<file path="config.mk">
export PLATFORM = sky130hd
export DESIGN_NAME = emb_bus_ctrl
export DESIGN_NICKNAME = d
export VERILOG_FILES = /design/src/hw/emb_bus_ctrl.v
export VERILOG_INCLUDE_DIRS = /design/src /design/src/hw
export SDC_FILE = /design/constraint.sdc
export NUM_CORES = 1
export LEC_CHECK = 0
export ABC_AREA = 1
export BUFFER_PORTS_ARGS = -buffer_cell sky130_fd_sc_hd__buf_2
export CAP_MARGIN = 20
export CORE_UTILIZATION = 53
export CTS_BUF_LIST = sky130_fd_sc_hd__clkbuf_16
export CTS_CLUSTER_SIZE = 8
export DETAILED_ROUTE_END_ITERATION = 8
export GPL_TIMING_DRIVEN = 0
export HOLD_SLACK_MARGIN = 0.03
export PLACE_DENSITY = 0.76
export REMOVE_ABC_BUFFERS = 1
export SYNTH_ARGS = -nofsm -noshare
export SYNTH_HDL_FRONTEND = slang
export SYNTH_SLANG_ARGS = --single-unit
</file>
<file path="constraint.sdc">
create_clock -name aclk -period 2.1 [get_ports aclk]
set_clock_uncertainty 0.1 [all_clocks]
set_input_delay 0.63 -clock aclk [delete_from_list [all_inputs] [get_ports aclk]]
set_output_delay 0.63 -clock aclk [all_outputs]
set_load 0.05 [all_outputs]
</file>
<file path="src/hw/emb_defs.vh">
// Register offsets, field positions, reset values and timing counts for the external bus control
`ifndef EMB_DEFS_VH
`define EMB_DEFS_VH

// Register byte offsets
`define EMB_CFG_OFS 8'h00
`define EMB_CFG2_OFS 8'h04
`define EMB_REQ_OFS 8'h08
`define EMB_STAT_OFS 8'h0C
`define EMB_IRQ_OFS 8'h10
`define EMB_MASK_OFS 8'h14
`define EMB_ADDR_OFS 8'h18
`define EMB_RDATA_OFS 8'h1C

// chip_config_word fields
`define EMB_CFG_WIDTH16_BIT 1
`define EMB_CFG_ADV_BIT 2
`define EMB_CFG_RST 8'h02
// chip_config_word_two fields
`define EMB_CFG2_WIDTH8_BIT 2
`define EMB_CFG2_RST 8'h04

// Request register fields
`define EMB_REQ_GO_BIT 0
`define EMB_REQ_READ_BIT 1
`define EMB_REQ_FETCH_BIT 2

// Interrupt status fields
`define EMB_IRQ_NMI_BIT 0
`define EMB_IRQ_DONE_BIT 1
`define EMB_IRQ_HOLD_BIT 2
`define EMB_IRQ_ILLEGAL_BIT 3
`define EMB_IRQ_W 4

// Non-maskable vector location
`define EMB_NMI_VECTOR 24'h00203E

// On-chip program window
`define EMB_ONCHIP_LO 24'hFF2000
`define EMB_ONCHIP_HI 24'hFF9FFF

// Bus cycle phase length in divided clock phases
`define EMB_PHASE_CYC 2'd2

`endif

</file>
<file path="src/hw/emb_bus_ctrl.v">
// External memory bus control with AXI4-Lite register access
// What this block does
// - Drive divided clock at half oscillator rate, equal high and low phases.
// - Config bit1 and config-two bit2 both set: width select input picks width.
// - Width select low gives 8-bit cycle, high gives 16-bit cycle.
// - Fixed 8-bit or 16-bit cycles from config bits; both zero is illegal.
// - Rising edge on NMI input raises NMI interrupt at fixed vector, maskable at irq by mask bit 0.
// - Fetch indicator high for instruction fetch reads, valid whole bus cycle.
// - Fetch indicator only for external fetches, low for on-chip fetches.
// - External access high maps upper program window on-chip, low off-chip.
// - External access level captured at reset and used afterwards.
// - Programming level on external access at reset enters programming mode.
// - Hold acknowledge shows the bus was released to the requester.
// - While held, bus request asserted when an external cycle is pending.
// - Address strobe works as latch enable or address valid per config bit.
// - Address valid mode returns strobe high at end of every bus cycle.
// - Address strobe pulses only on external accesses.
// - Read strobe low only on external reads; high elsewhere in bus cycles after the first address-phase cycle, general port pin otherwise.
// - Read strobe and fetch indicator act as general port pins when bus function unused; address strobe only in latch enable mode.
//
// Design decisions made here: the AXI4-Lite register port and the register offsets.
`timescale 1ns/10ps
`default_nettype none
`include "emb_defs.vh"

module emb_bus_ctrl #(
	parameter ADDR_W = 24,
	parameter DATA_W = 16
) (
	// Clock and reset
	input wire aclk,
	input wire aresetn,
	// AXI4-Lite slave
	input wire [7:0] s_axi_awaddr,
	input wire s_axi_awvalid,
	output wire s_axi_awready,
	input wire [31:0] s_axi_wdata,
	input wire [3:0] s_axi_wstrb,
	input wire s_axi_wvalid,
	output wire s_axi_wready,
	output reg [1:0] s_axi_bresp,
	output reg s_axi_bvalid,
	input wire s_axi_bready,
	input wire [7:0] s_axi_araddr,
	input wire s_axi_arvalid,
	output wire s_axi_arready,
	output reg [31:0] s_axi_rdata,
	output reg [1:0] s_axi_rresp,
	output reg s_axi_rvalid,
	input wire s_axi_rready,
	// Pins
	output reg divided_clock_output,
	input wire width_select_in,
	input wire nmi_in,
	input wire external_access_input,
	input wire external_access_prog,
	output reg fetch_indicator,
	output reg address_valid_strobe,
	output reg read_strobe_n,
	input wire hold_request,
	output reg hold_acknowledge_output,
	output reg pending_cycle_request,
	output reg [ADDR_W-1:0] bus_addr,
	input wire [DATA_W-1:0] bus_data_in,
	output reg bus_width16,
	// General port pin values when bus functions are off
	input wire [3:0] general_port_pin,
	// Status
	output reg programming_mode,
	output reg [ADDR_W-1:0] nmi_vector,
	output wire irq
);
	localparam ST_IDLE = 4'b0001;
	localparam ST_ADDR = 4'b0010;
	localparam ST_DATA = 4'b0100;
	localparam ST_END = 4'b1000;
	// Phase counter reload, counts down to zero
	localparam [1:0] PH_LAST = `EMB_PHASE_CYC - 2'd1;

	reg [7:0] cfg_q;
	reg [7:0] cfg2_q;
	reg [7:0] mask_q;
	reg [`EMB_IRQ_W-1:0] irq_q;
	reg [ADDR_W-1:0] addr_q;
	reg [DATA_W-1:0] rdata_q;
	reg pend_q;
	reg rd_q;
	reg fetch_q;
	reg [3:0] st_q;
	reg [1:0] ph_q;
	reg ea_q;
	reg rst_seen_q;
	reg nmi_q;
	reg aw_q;
	reg w_q;
	reg [7:0] awaddr_q;
	reg [31:0] wdata_q;
	reg wstrb0_q;

	wire dyn_w = cfg_q[`EMB_CFG_WIDTH16_BIT] & cfg2_q[`EMB_CFG2_WIDTH8_BIT];
	wire illegal_w = ~cfg_q[`EMB_CFG_WIDTH16_BIT] & ~cfg2_q[`EMB_CFG2_WIDTH8_BIT];
	wire adv_mode = cfg_q[`EMB_CFG_ADV_BIT];
	// On-chip window only when captured level is high
	wire onchip = ea_q && addr_q >= `EMB_ONCHIP_LO && addr_q <= `EMB_ONCHIP_HI;
	wire held = hold_acknowledge_output;
	wire nmi_rise = nmi_in & ~nmi_q;
	// On-chip fetch finishes this cycle with no bus activity
	wire int_fetch = st_q == ST_IDLE && pend_q && onchip && rd_q && fetch_q;

	// AXI write path: address and data accepted in either order
	assign s_axi_awready = ~aw_q & ~s_axi_bvalid;
	assign s_axi_wready = ~w_q & ~s_axi_bvalid;
	assign s_axi_arready = ~s_axi_rvalid;
	wire wr_fire = aw_q & w_q & ~s_axi_bvalid;
	wire [7:0] wa = awaddr_q;
	wire go_wr = wr_fire && wa == `EMB_REQ_OFS && wdata_q[`EMB_REQ_GO_BIT];
	wire cyc_done = st_q == ST_END && ph_q == 2'd0;

	// Illegal width flag re-arms every cycle while the setting stands
	wire [`EMB_IRQ_W-1:0] irq_set = {illegal_w, hold_acknowledge_output == 1'b0 && hold_request && st_q == ST_IDLE,
		cyc_done, nmi_rise};
	wire [`EMB_IRQ_W-1:0] irq_clr = (wr_fire && wa == `EMB_IRQ_OFS) ? wdata_q[`EMB_IRQ_W-1:0] : {`EMB_IRQ_W{1'b0}};
	assign irq = |(irq_q & mask_q[`EMB_IRQ_W-1:0]);

	always @(posedge aclk) begin
		if (!aresetn) begin
			aw_q <= 1'b0;
			w_q <= 1'b0;
			awaddr_q <= 8'h00;
			wdata_q <= 32'h00000000;
			wstrb0_q <= 1'b0;
			s_axi_bvalid <= 1'b0;
			s_axi_bresp <= 2'b00;
		end else begin
			if (s_axi_awvalid && s_axi_awready) begin
				aw_q <= 1'b1;
				awaddr_q <= s_axi_awaddr;
			end
			if (s_axi_wvalid && s_axi_wready) begin
				w_q <= 1'b1;
				wdata_q <= s_axi_wdata;
				// Lane enable kept with its data; master may change it afterwards
				wstrb0_q <= s_axi_wstrb[0];
			end
			if (wr_fire) begin
				aw_q <= 1'b0;
				w_q <= 1'b0;
				s_axi_bvalid <= 1'b1;
				s_axi_bresp <= (wa <= `EMB_RDATA_OFS && wa[1:0] == 2'b00) ? 2'b00 : 2'b10;
			end else if (s_axi_bready) begin
				s_axi_bvalid <= 1'b0;
			end
		end
	end

	// Registers; config and mask take byte lane 0 only, address takes the low 24 bits
	always @(posedge aclk) begin
		if (!aresetn) begin
			cfg_q <= `EMB_CFG_RST;
			cfg2_q <= `EMB_CFG2_RST;
			mask_q <= 8'h00;
			irq_q <= {`EMB_IRQ_W{1'b0}};
			addr_q <= {ADDR_W{1'b0}};
		end else begin
			// Set wins over a same-cycle clear
			irq_q <= (irq_q & ~irq_clr) | irq_set;
			if (wr_fire && s_axi_bvalid == 1'b0 && wstrb0_q) begin
				case (wa)
				`EMB_CFG_OFS: cfg_q <= wdata_q[7:0];
				`EMB_CFG2_OFS: cfg2_q <= wdata_q[7:0];
				`EMB_MASK_OFS: mask_q <= wdata_q[7:0];
				default: ;
				endcase
			end
			if (wr_fire && wa == `EMB_ADDR_OFS && st_q == ST_IDLE && !pend_q)
				addr_q <= wdata_q[ADDR_W-1:0];
		end
	end

	always @(posedge aclk) begin
		if (!aresetn) begin
			s_axi_rvalid <= 1'b0;
			s_axi_rdata <= 32'h00000000;
			s_axi_rresp <= 2'b00;
		end else if (s_axi_arvalid && s_axi_arready) begin
			s_axi_rvalid <= 1'b1;
			s_axi_rresp <= 2'b00;
			case (s_axi_araddr)
			`EMB_CFG_OFS: s_axi_rdata <= {24'h000000, cfg_q};
			`EMB_CFG2_OFS: s_axi_rdata <= {24'h000000, cfg2_q};
			`EMB_REQ_OFS: s_axi_rdata <= {29'h00000000, fetch_q, rd_q, pend_q};
			`EMB_STAT_OFS: s_axi_rdata <= {24'h000000, illegal_w, programming_mode, ea_q,
				pending_cycle_request, held, bus_width16, st_q == ST_IDLE, pend_q};
			`EMB_IRQ_OFS: s_axi_rdata <= {{(32-`EMB_IRQ_W){1'b0}}, irq_q};
			`EMB_MASK_OFS: s_axi_rdata <= {24'h000000, mask_q};
			`EMB_ADDR_OFS: s_axi_rdata <= {{(32-ADDR_W){1'b0}}, addr_q};
			`EMB_RDATA_OFS: s_axi_rdata <= {{(32-DATA_W){1'b0}}, rdata_q};
			default: begin
				s_axi_rdata <= 32'h00000000;
				s_axi_rresp <= 2'b10;
			end
			endcase
		end else if (s_axi_rready) begin
			s_axi_rvalid <= 1'b0;
		end
	end

	// Divided clock, toggles every edge: half rate, 50% duty
	always @(posedge aclk) begin
		if (!aresetn)
			divided_clock_output <= 1'b0;
		else
			divided_clock_output <= ~divided_clock_output;
	end

	// External access level caught on the first edge after release
	always @(posedge aclk) begin
		if (!aresetn) begin
			ea_q <= 1'b0;
			rst_seen_q <= 1'b0;
			programming_mode <= 1'b0;
			// Later pin changes wait for the next reset
		end else if (!rst_seen_q) begin
			rst_seen_q <= 1'b1;
			ea_q <= external_access_input;
			programming_mode <= external_access_prog;
		end
	end

	// NMI edge detection; vector presented on rising edge
	always @(posedge aclk) begin
		if (!aresetn) begin
			nmi_q <= 1'b0;
			nmi_vector <= {ADDR_W{1'b0}};
		end else begin
			nmi_q <= nmi_in;
			if (nmi_rise)
				nmi_vector <= `EMB_NMI_VECTOR;
		end
	end

	// Hold handshake: bus released only between cycles
	always @(posedge aclk) begin
		if (!aresetn) begin
			hold_acknowledge_output <= 1'b0;
			pending_cycle_request <= 1'b0;
		end else begin
			if (hold_request && st_q == ST_IDLE)
				hold_acknowledge_output <= 1'b1;
			else if (!hold_request)
				hold_acknowledge_output <= 1'b0;
			// On-chip work never needs the bus, so it raises no request
			pending_cycle_request <= held & hold_request & pend_q & ~onchip;
		end
	end

	// Bus cycle sequencer
	always @(posedge aclk) begin
		if (!aresetn) begin
			st_q <= ST_IDLE;
			ph_q <= 2'd0;
			pend_q <= 1'b0;
			rd_q <= 1'b0;
			fetch_q <= 1'b0;
			rdata_q <= {DATA_W{1'b0}};
			bus_addr <= {ADDR_W{1'b0}};
			bus_width16 <= 1'b0;
		end else begin
			// A go while busy is dropped, not queued
			if (go_wr && !pend_q) begin
				pend_q <= 1'b1;
				rd_q <= wdata_q[`EMB_REQ_READ_BIT];
				fetch_q <= wdata_q[`EMB_REQ_FETCH_BIT];
			end
			case (st_q)
			ST_IDLE: begin
				// Internal accesses complete without any bus activity
				if (pend_q && onchip) begin
					pend_q <= 1'b0;
				end else if (pend_q && !held && !hold_request) begin
					st_q <= ST_ADDR;
					ph_q <= PH_LAST;
					bus_addr <= addr_q;
				end
			end
			ST_ADDR: begin
				if (ph_q == 2'd0) begin
					st_q <= ST_DATA;
					ph_q <= PH_LAST;
					// Width fixed before data phase
					bus_width16 <= dyn_w ? width_select_in : cfg_q[`EMB_CFG_WIDTH16_BIT];
				end else
					ph_q <= ph_q - 2'd1;
			end
			ST_DATA: begin
				if (ph_q == 2'd0) begin
					st_q <= ST_END;
					ph_q <= 2'd0;
					if (rd_q)
						rdata_q <= bus_width16 ? bus_data_in : {{(DATA_W-8){1'b0}}, bus_data_in[7:0]};
				end else
					ph_q <= ph_q - 2'd1;
			end
			ST_END: begin
				st_q <= ST_IDLE;
				pend_q <= 1'b0;
			end
			default: st_q <= ST_IDLE;
			endcase
		end
	end

	// Pin drive; general port value when the bus function is not active, except address strobe held high in address valid mode
	wire ext_cyc = st_q != ST_IDLE;
	always @(posedge aclk) begin
		if (!aresetn) begin
			address_valid_strobe <= 1'b1;
			read_strobe_n <= 1'b1;
			fetch_indicator <= 1'b0;
		end else begin
			// Latch enable high during address phase; valid low through the cycle
			if (adv_mode)
				address_valid_strobe <= ~((st_q == ST_IDLE && pend_q && !onchip && !held && !hold_request) ||
					st_q == ST_ADDR || st_q == ST_DATA);
			else if (ext_cyc || (pend_q && !onchip && !held && !hold_request))
				address_valid_strobe <= (st_q == ST_IDLE) || (st_q == ST_ADDR && ph_q != 2'd0);
			else
				address_valid_strobe <= general_port_pin[0];
			read_strobe_n <= (st_q == ST_DATA || (st_q == ST_ADDR && ph_q == 2'd0)) && rd_q ? 1'b0 :
				(ext_cyc ? 1'b1 : general_port_pin[1]);
			// Fetch indicator for whole external read cycle only
			if (ext_cyc || (st_q == ST_IDLE && pend_q && !onchip && !held && !hold_request))
				fetch_indicator <= rd_q & fetch_q & ~(st_q == ST_END);
			else if (int_fetch)
				// Port value must not leak out as a fetch flag
				fetch_indicator <= 1'b0;
			else
				fetch_indicator <= general_port_pin[2];
		end
	end
endmodule // emb_bus_ctrl
`default_nettype wire

</file>
==> metrics.md <==
| Metric | Value |
|---|---|
| Finish-stage setup viols | `0` |
| Worst setup path category | `flop to primary output` |
| Largest net degree at the start of global routing | `107` |
| # DRC | `0` |
| IO Pins | `182` |
| Yosys cell types | `33` |
| Post-Route Setup TNS | `0 ps` |
| Max cap viols | `0` |
| Antenna viol nets, final | `0` |
| Drt wl/cell | `15.7 um` |
| RSZ-0062 raised after global routing | `false` |
| Final net count | `1202` |
| Min-Delay Path Class | `input port to flop` |
| Sequential cell area fraction in the yosys report | `0.477` |
| Initial antenna violation count | `0` |
| CTS Buf Count | `17` |
| Worst setup EP type | `primary output` |
| Die area | `0.0144 mm2` |
| Placer's final routability congestion estimate | `0.853` |
| Max Fclk | `495 MHz` |
| Hold buffers post-CTS | `0` |
| Final Non-Filler Cells | `1307` |
| WP data arrival | `1290 ps` |
| Register area | `0.00352 mm2` |
| H-tree levels | `4` |
| PD cells | `840 mW/mm2` |
| Pin slew with the least headroom to its limit | `965 ps` |
| P_leak | `3.75 nW` |
| Final Hold Fails | `0` |
| Hold path depth | `3` |
| Clock slew at reported path FFs | `60 ps` |
| Worst skew pair latency | `440 ps` |
| Worst rel slew slack | `0.356` |
| Hold Path End | `nmi_q` |
| Via count | `6938` |
| Die W | `120 um` |
| Min Tclk post-route | `2020 ps` |
| Startpoint Class | `flop` |
| Fin crit share | `0.962` |
| Initial Utilization | `0.551` |
| VDD IR max | `0.000537 V` |
| Die Y | `120 um` |
| Vias in the first global route | `6210` |
| Via/cell ratio | `5.31` |
| Mapped Avg Cell Area | `7.35 um2` |
| Clk buf depth | `2` |
| First-pass GRT wire length | `31700 um` |
| Core ar. | `0.0134 mm2` |
| Syn. warnings | `0` |
| Worst r2r dst | `bus_addr[21]` |
| Layout area overhead | `16.8%` |
| Pre-CTS setup slack | `-658 ps` |
| Pre-Repair DR Iteration Count | `5` |
| Placed inst area | `0.00793 mm2` |
| # diodes | `0` |
| R2R Path Start | `pend_q` |
| Outcome | `finished clean` |
| Worst Setup Slack, final | `79.6 ps` |
| Cell count after synthesis | `1004` |
| Grt ovf | `0` |
| Slew Viols, Final | `0` |
| Cell depth of the worst flop-to-flop path | `6` |
| # rows | `42` |
| Final wirelength | `20600 um` |
| I/O Buffers | `141` |
| CTS tree | `done` |
| Worst endpoint required time | `1370 ps` |
| Post-synthesis sequential element count | `176` |
| Clock sinks | `176` |
| Synthesized area | `0.00738 mm2` |
| Placed Cells | `1266` |
| Hpwl dp | `12300 um` |
| Crit path max fanout | `4` |
| # fillers | `1249` |
| Reg-to-reg slack, setup | `140 ps` |
| Hold WS | `284 ps` |
| Min-delay src | `nmi_in` |
| Multi-input gate area | `0.00327 mm2` |
| DR iter-0 viols | `635` |
| Root Buffer | `clkbuf_16` |
| Fraction of layout cells with a size suffix above 1 | `0.192` |
| GRT Total Usage | `0.287` |
| Fin area | `0.00862 mm2` |
-- critical path, stage by stage (launching register included) --
cell,delay [ps]
dfxtp_1,340
nor2_1,200
buf_2,310
-- per-stage QoR --
stage | util | power, W
6_report | 0.643 | 0.00724
5_1_grt | 0.643 | 0.00747
4_1_cts | 0.639 | 0.00723
3_5_place_dp | 0.592 | 0.00420
3_3_place_gp | 0.590 | 0.00419
2_1_floorplan | - | 0.00399
-- kinds of logic (layout without fill, tap and decap cells) --
logic type,count (synthesis),count (layout),synth area share
AO/OA/AOI/OAI,207,207,0.144
buffers and inverters,149,246,0.102
flip-flops,176,176,0.477
other,1,28,0.000508
AND/OR/NAND/NOR,471,474,0.276
-- area by class of cell --
type,count,share of cell area
flip-flops and latches,176,0.409
multi-input cells,709,0.379
repair buffers,147,0.0892
clock buffers,17,0.0493
inverters,66,0.0303
well taps,176,0.0255
clock inverters,15,0.0168
repair inverters,1,0.000871
-- synthesized netlist by cell type --
| cell | count | area (um2) |
|---|---|---|
| a211oi_1 | 1 | 7.51 |
| a21oi_1 | 93 | 465 |
| a31oi_1 | 9 | 56.3 |
| buf_1 | 1 | 3.75 |
| buf_2 | 11 | 55.1 |
| buf_4 | 37 | 278 |
| buf_6 | 5 | 56.3 |
| clkbuf_1 | 28 | 105 |
| clkbuf_4 | 1 | 7.51 |
| clkinv_1 | 1 | 3.75 |
| clkinv_2 | 1 | 5.00 |
| conb_1 | 1 | 3.75 |
| dfxtp_1 | 176 | 3520 |
| inv_1 | 57 | 214 |
| inv_2 | 7 | 26.3 |
| nand2_1 | 171 | 642 |
| nand2_2 | 4 | 25.0 |
| nand2_4 | 2 | 22.5 |
| nand3_1 | 84 | 420 |
| nand3_2 | 3 | 30.0 |
| nand4_1 | 13 | 81.3 |
| nor2_1 | 177 | 664 |
| nor2_2 | 4 | 25.0 |
| nor2_4 | 5 | 56.3 |
| nor3_1 | 2 | 10.0 |
| nor3_2 | 4 | 40.0 |
| nor3_4 | 1 | 16.3 |
| nor4_1 | 1 | 6.26 |
| o2111ai_1 | 1 | 8.76 |
| o211ai_1 | 2 | 15.0 |
| o21a_1 | 1 | 7.51 |
| o21ai_0 | 97 | 485 |
| o21ai_1 | 3 | 15.0 |
-- report_power, final --
group          internal [W]  switching (W)
clock network       0.00174        0.00134
registers           0.00343      0.0000585
logic              0.000159       0.000513
total               0.00533        0.00191
-- how the worst max path moves through the flow --
stage                              from                    to  slack [ps]  depth (start not counted)
after global routing       s_axi_bvalid          s_axi_wready          10                          2
final                      s_axi_bvalid          s_axi_wready          80                          2
after CTS                        pend_q  address_valid_strobe           5                          7
after floorplan           nmi_vector[1]        nmi_vector[13]        -840                          0
after detailed placement  s_axi_arvalid        s_axi_rdata[9]        -660                          7
after global placement          st_q[2]  address_valid_strobe       -1660                          6
-- flip-flops by register name (all words and copies together) (netlist names), 2 cells and up --
signal / cells
ph_q: 2
bus_addr: 24
cfg2_q: 8
mask_q: 8
awaddr_q: 8
addr_q: 24
cfg_q: 8
st_q: 4
s_axi_rdata: 24
irq_q: 4
rdata_q: 16
wdata_q: 24
-- timing repair --
| item | CTS | global route |
|---|---|---|
| setup buffers | 3 | 2 |
| cloned | 2 | 2 |
| setup endpoints to repair | 93 | 97 |
| pin swaps | 2 | 2 |
| gates resized for setup | 8 | 8 |
-- layout by cell type, fill, tap and decap left out, types with 2 or more instances in the layout --
cell type     n
nor2_1      176
dfxtp_1     175
nand2_1     169
buf_2       140
o21ai_0      96
a21oi_1      93
nand3_1      84
inv_1        57
conb_1       28
clkbuf_16    17
nand4_1      13
a31oi_1       9
nor2_4        7
clkinvlp_4    7
nor2_2        6
inv_2         6
nand2_4       5
buf_4         5
nor3_2        4
o21ai_1       4
nand3_2       3
nand2_2       3
clkinv_4      3
clkinv_1      3
clkinv_2      2
o211ai_1      2
nor3_4        2
bufinv_16     2
inv_6         2
-- routing by layer --
layer / global-route usage / routed length (um) / share of wire
met5: 0 / 0 / 0
met3: 0.0627 / 1760 / 0.085
met4: 0.115 / 538 / 0.026
met2: 0.463 / 9550 / 0.46
met1: 0.373 / 8720 / 0.42
(Power assumes the default switching activity.)
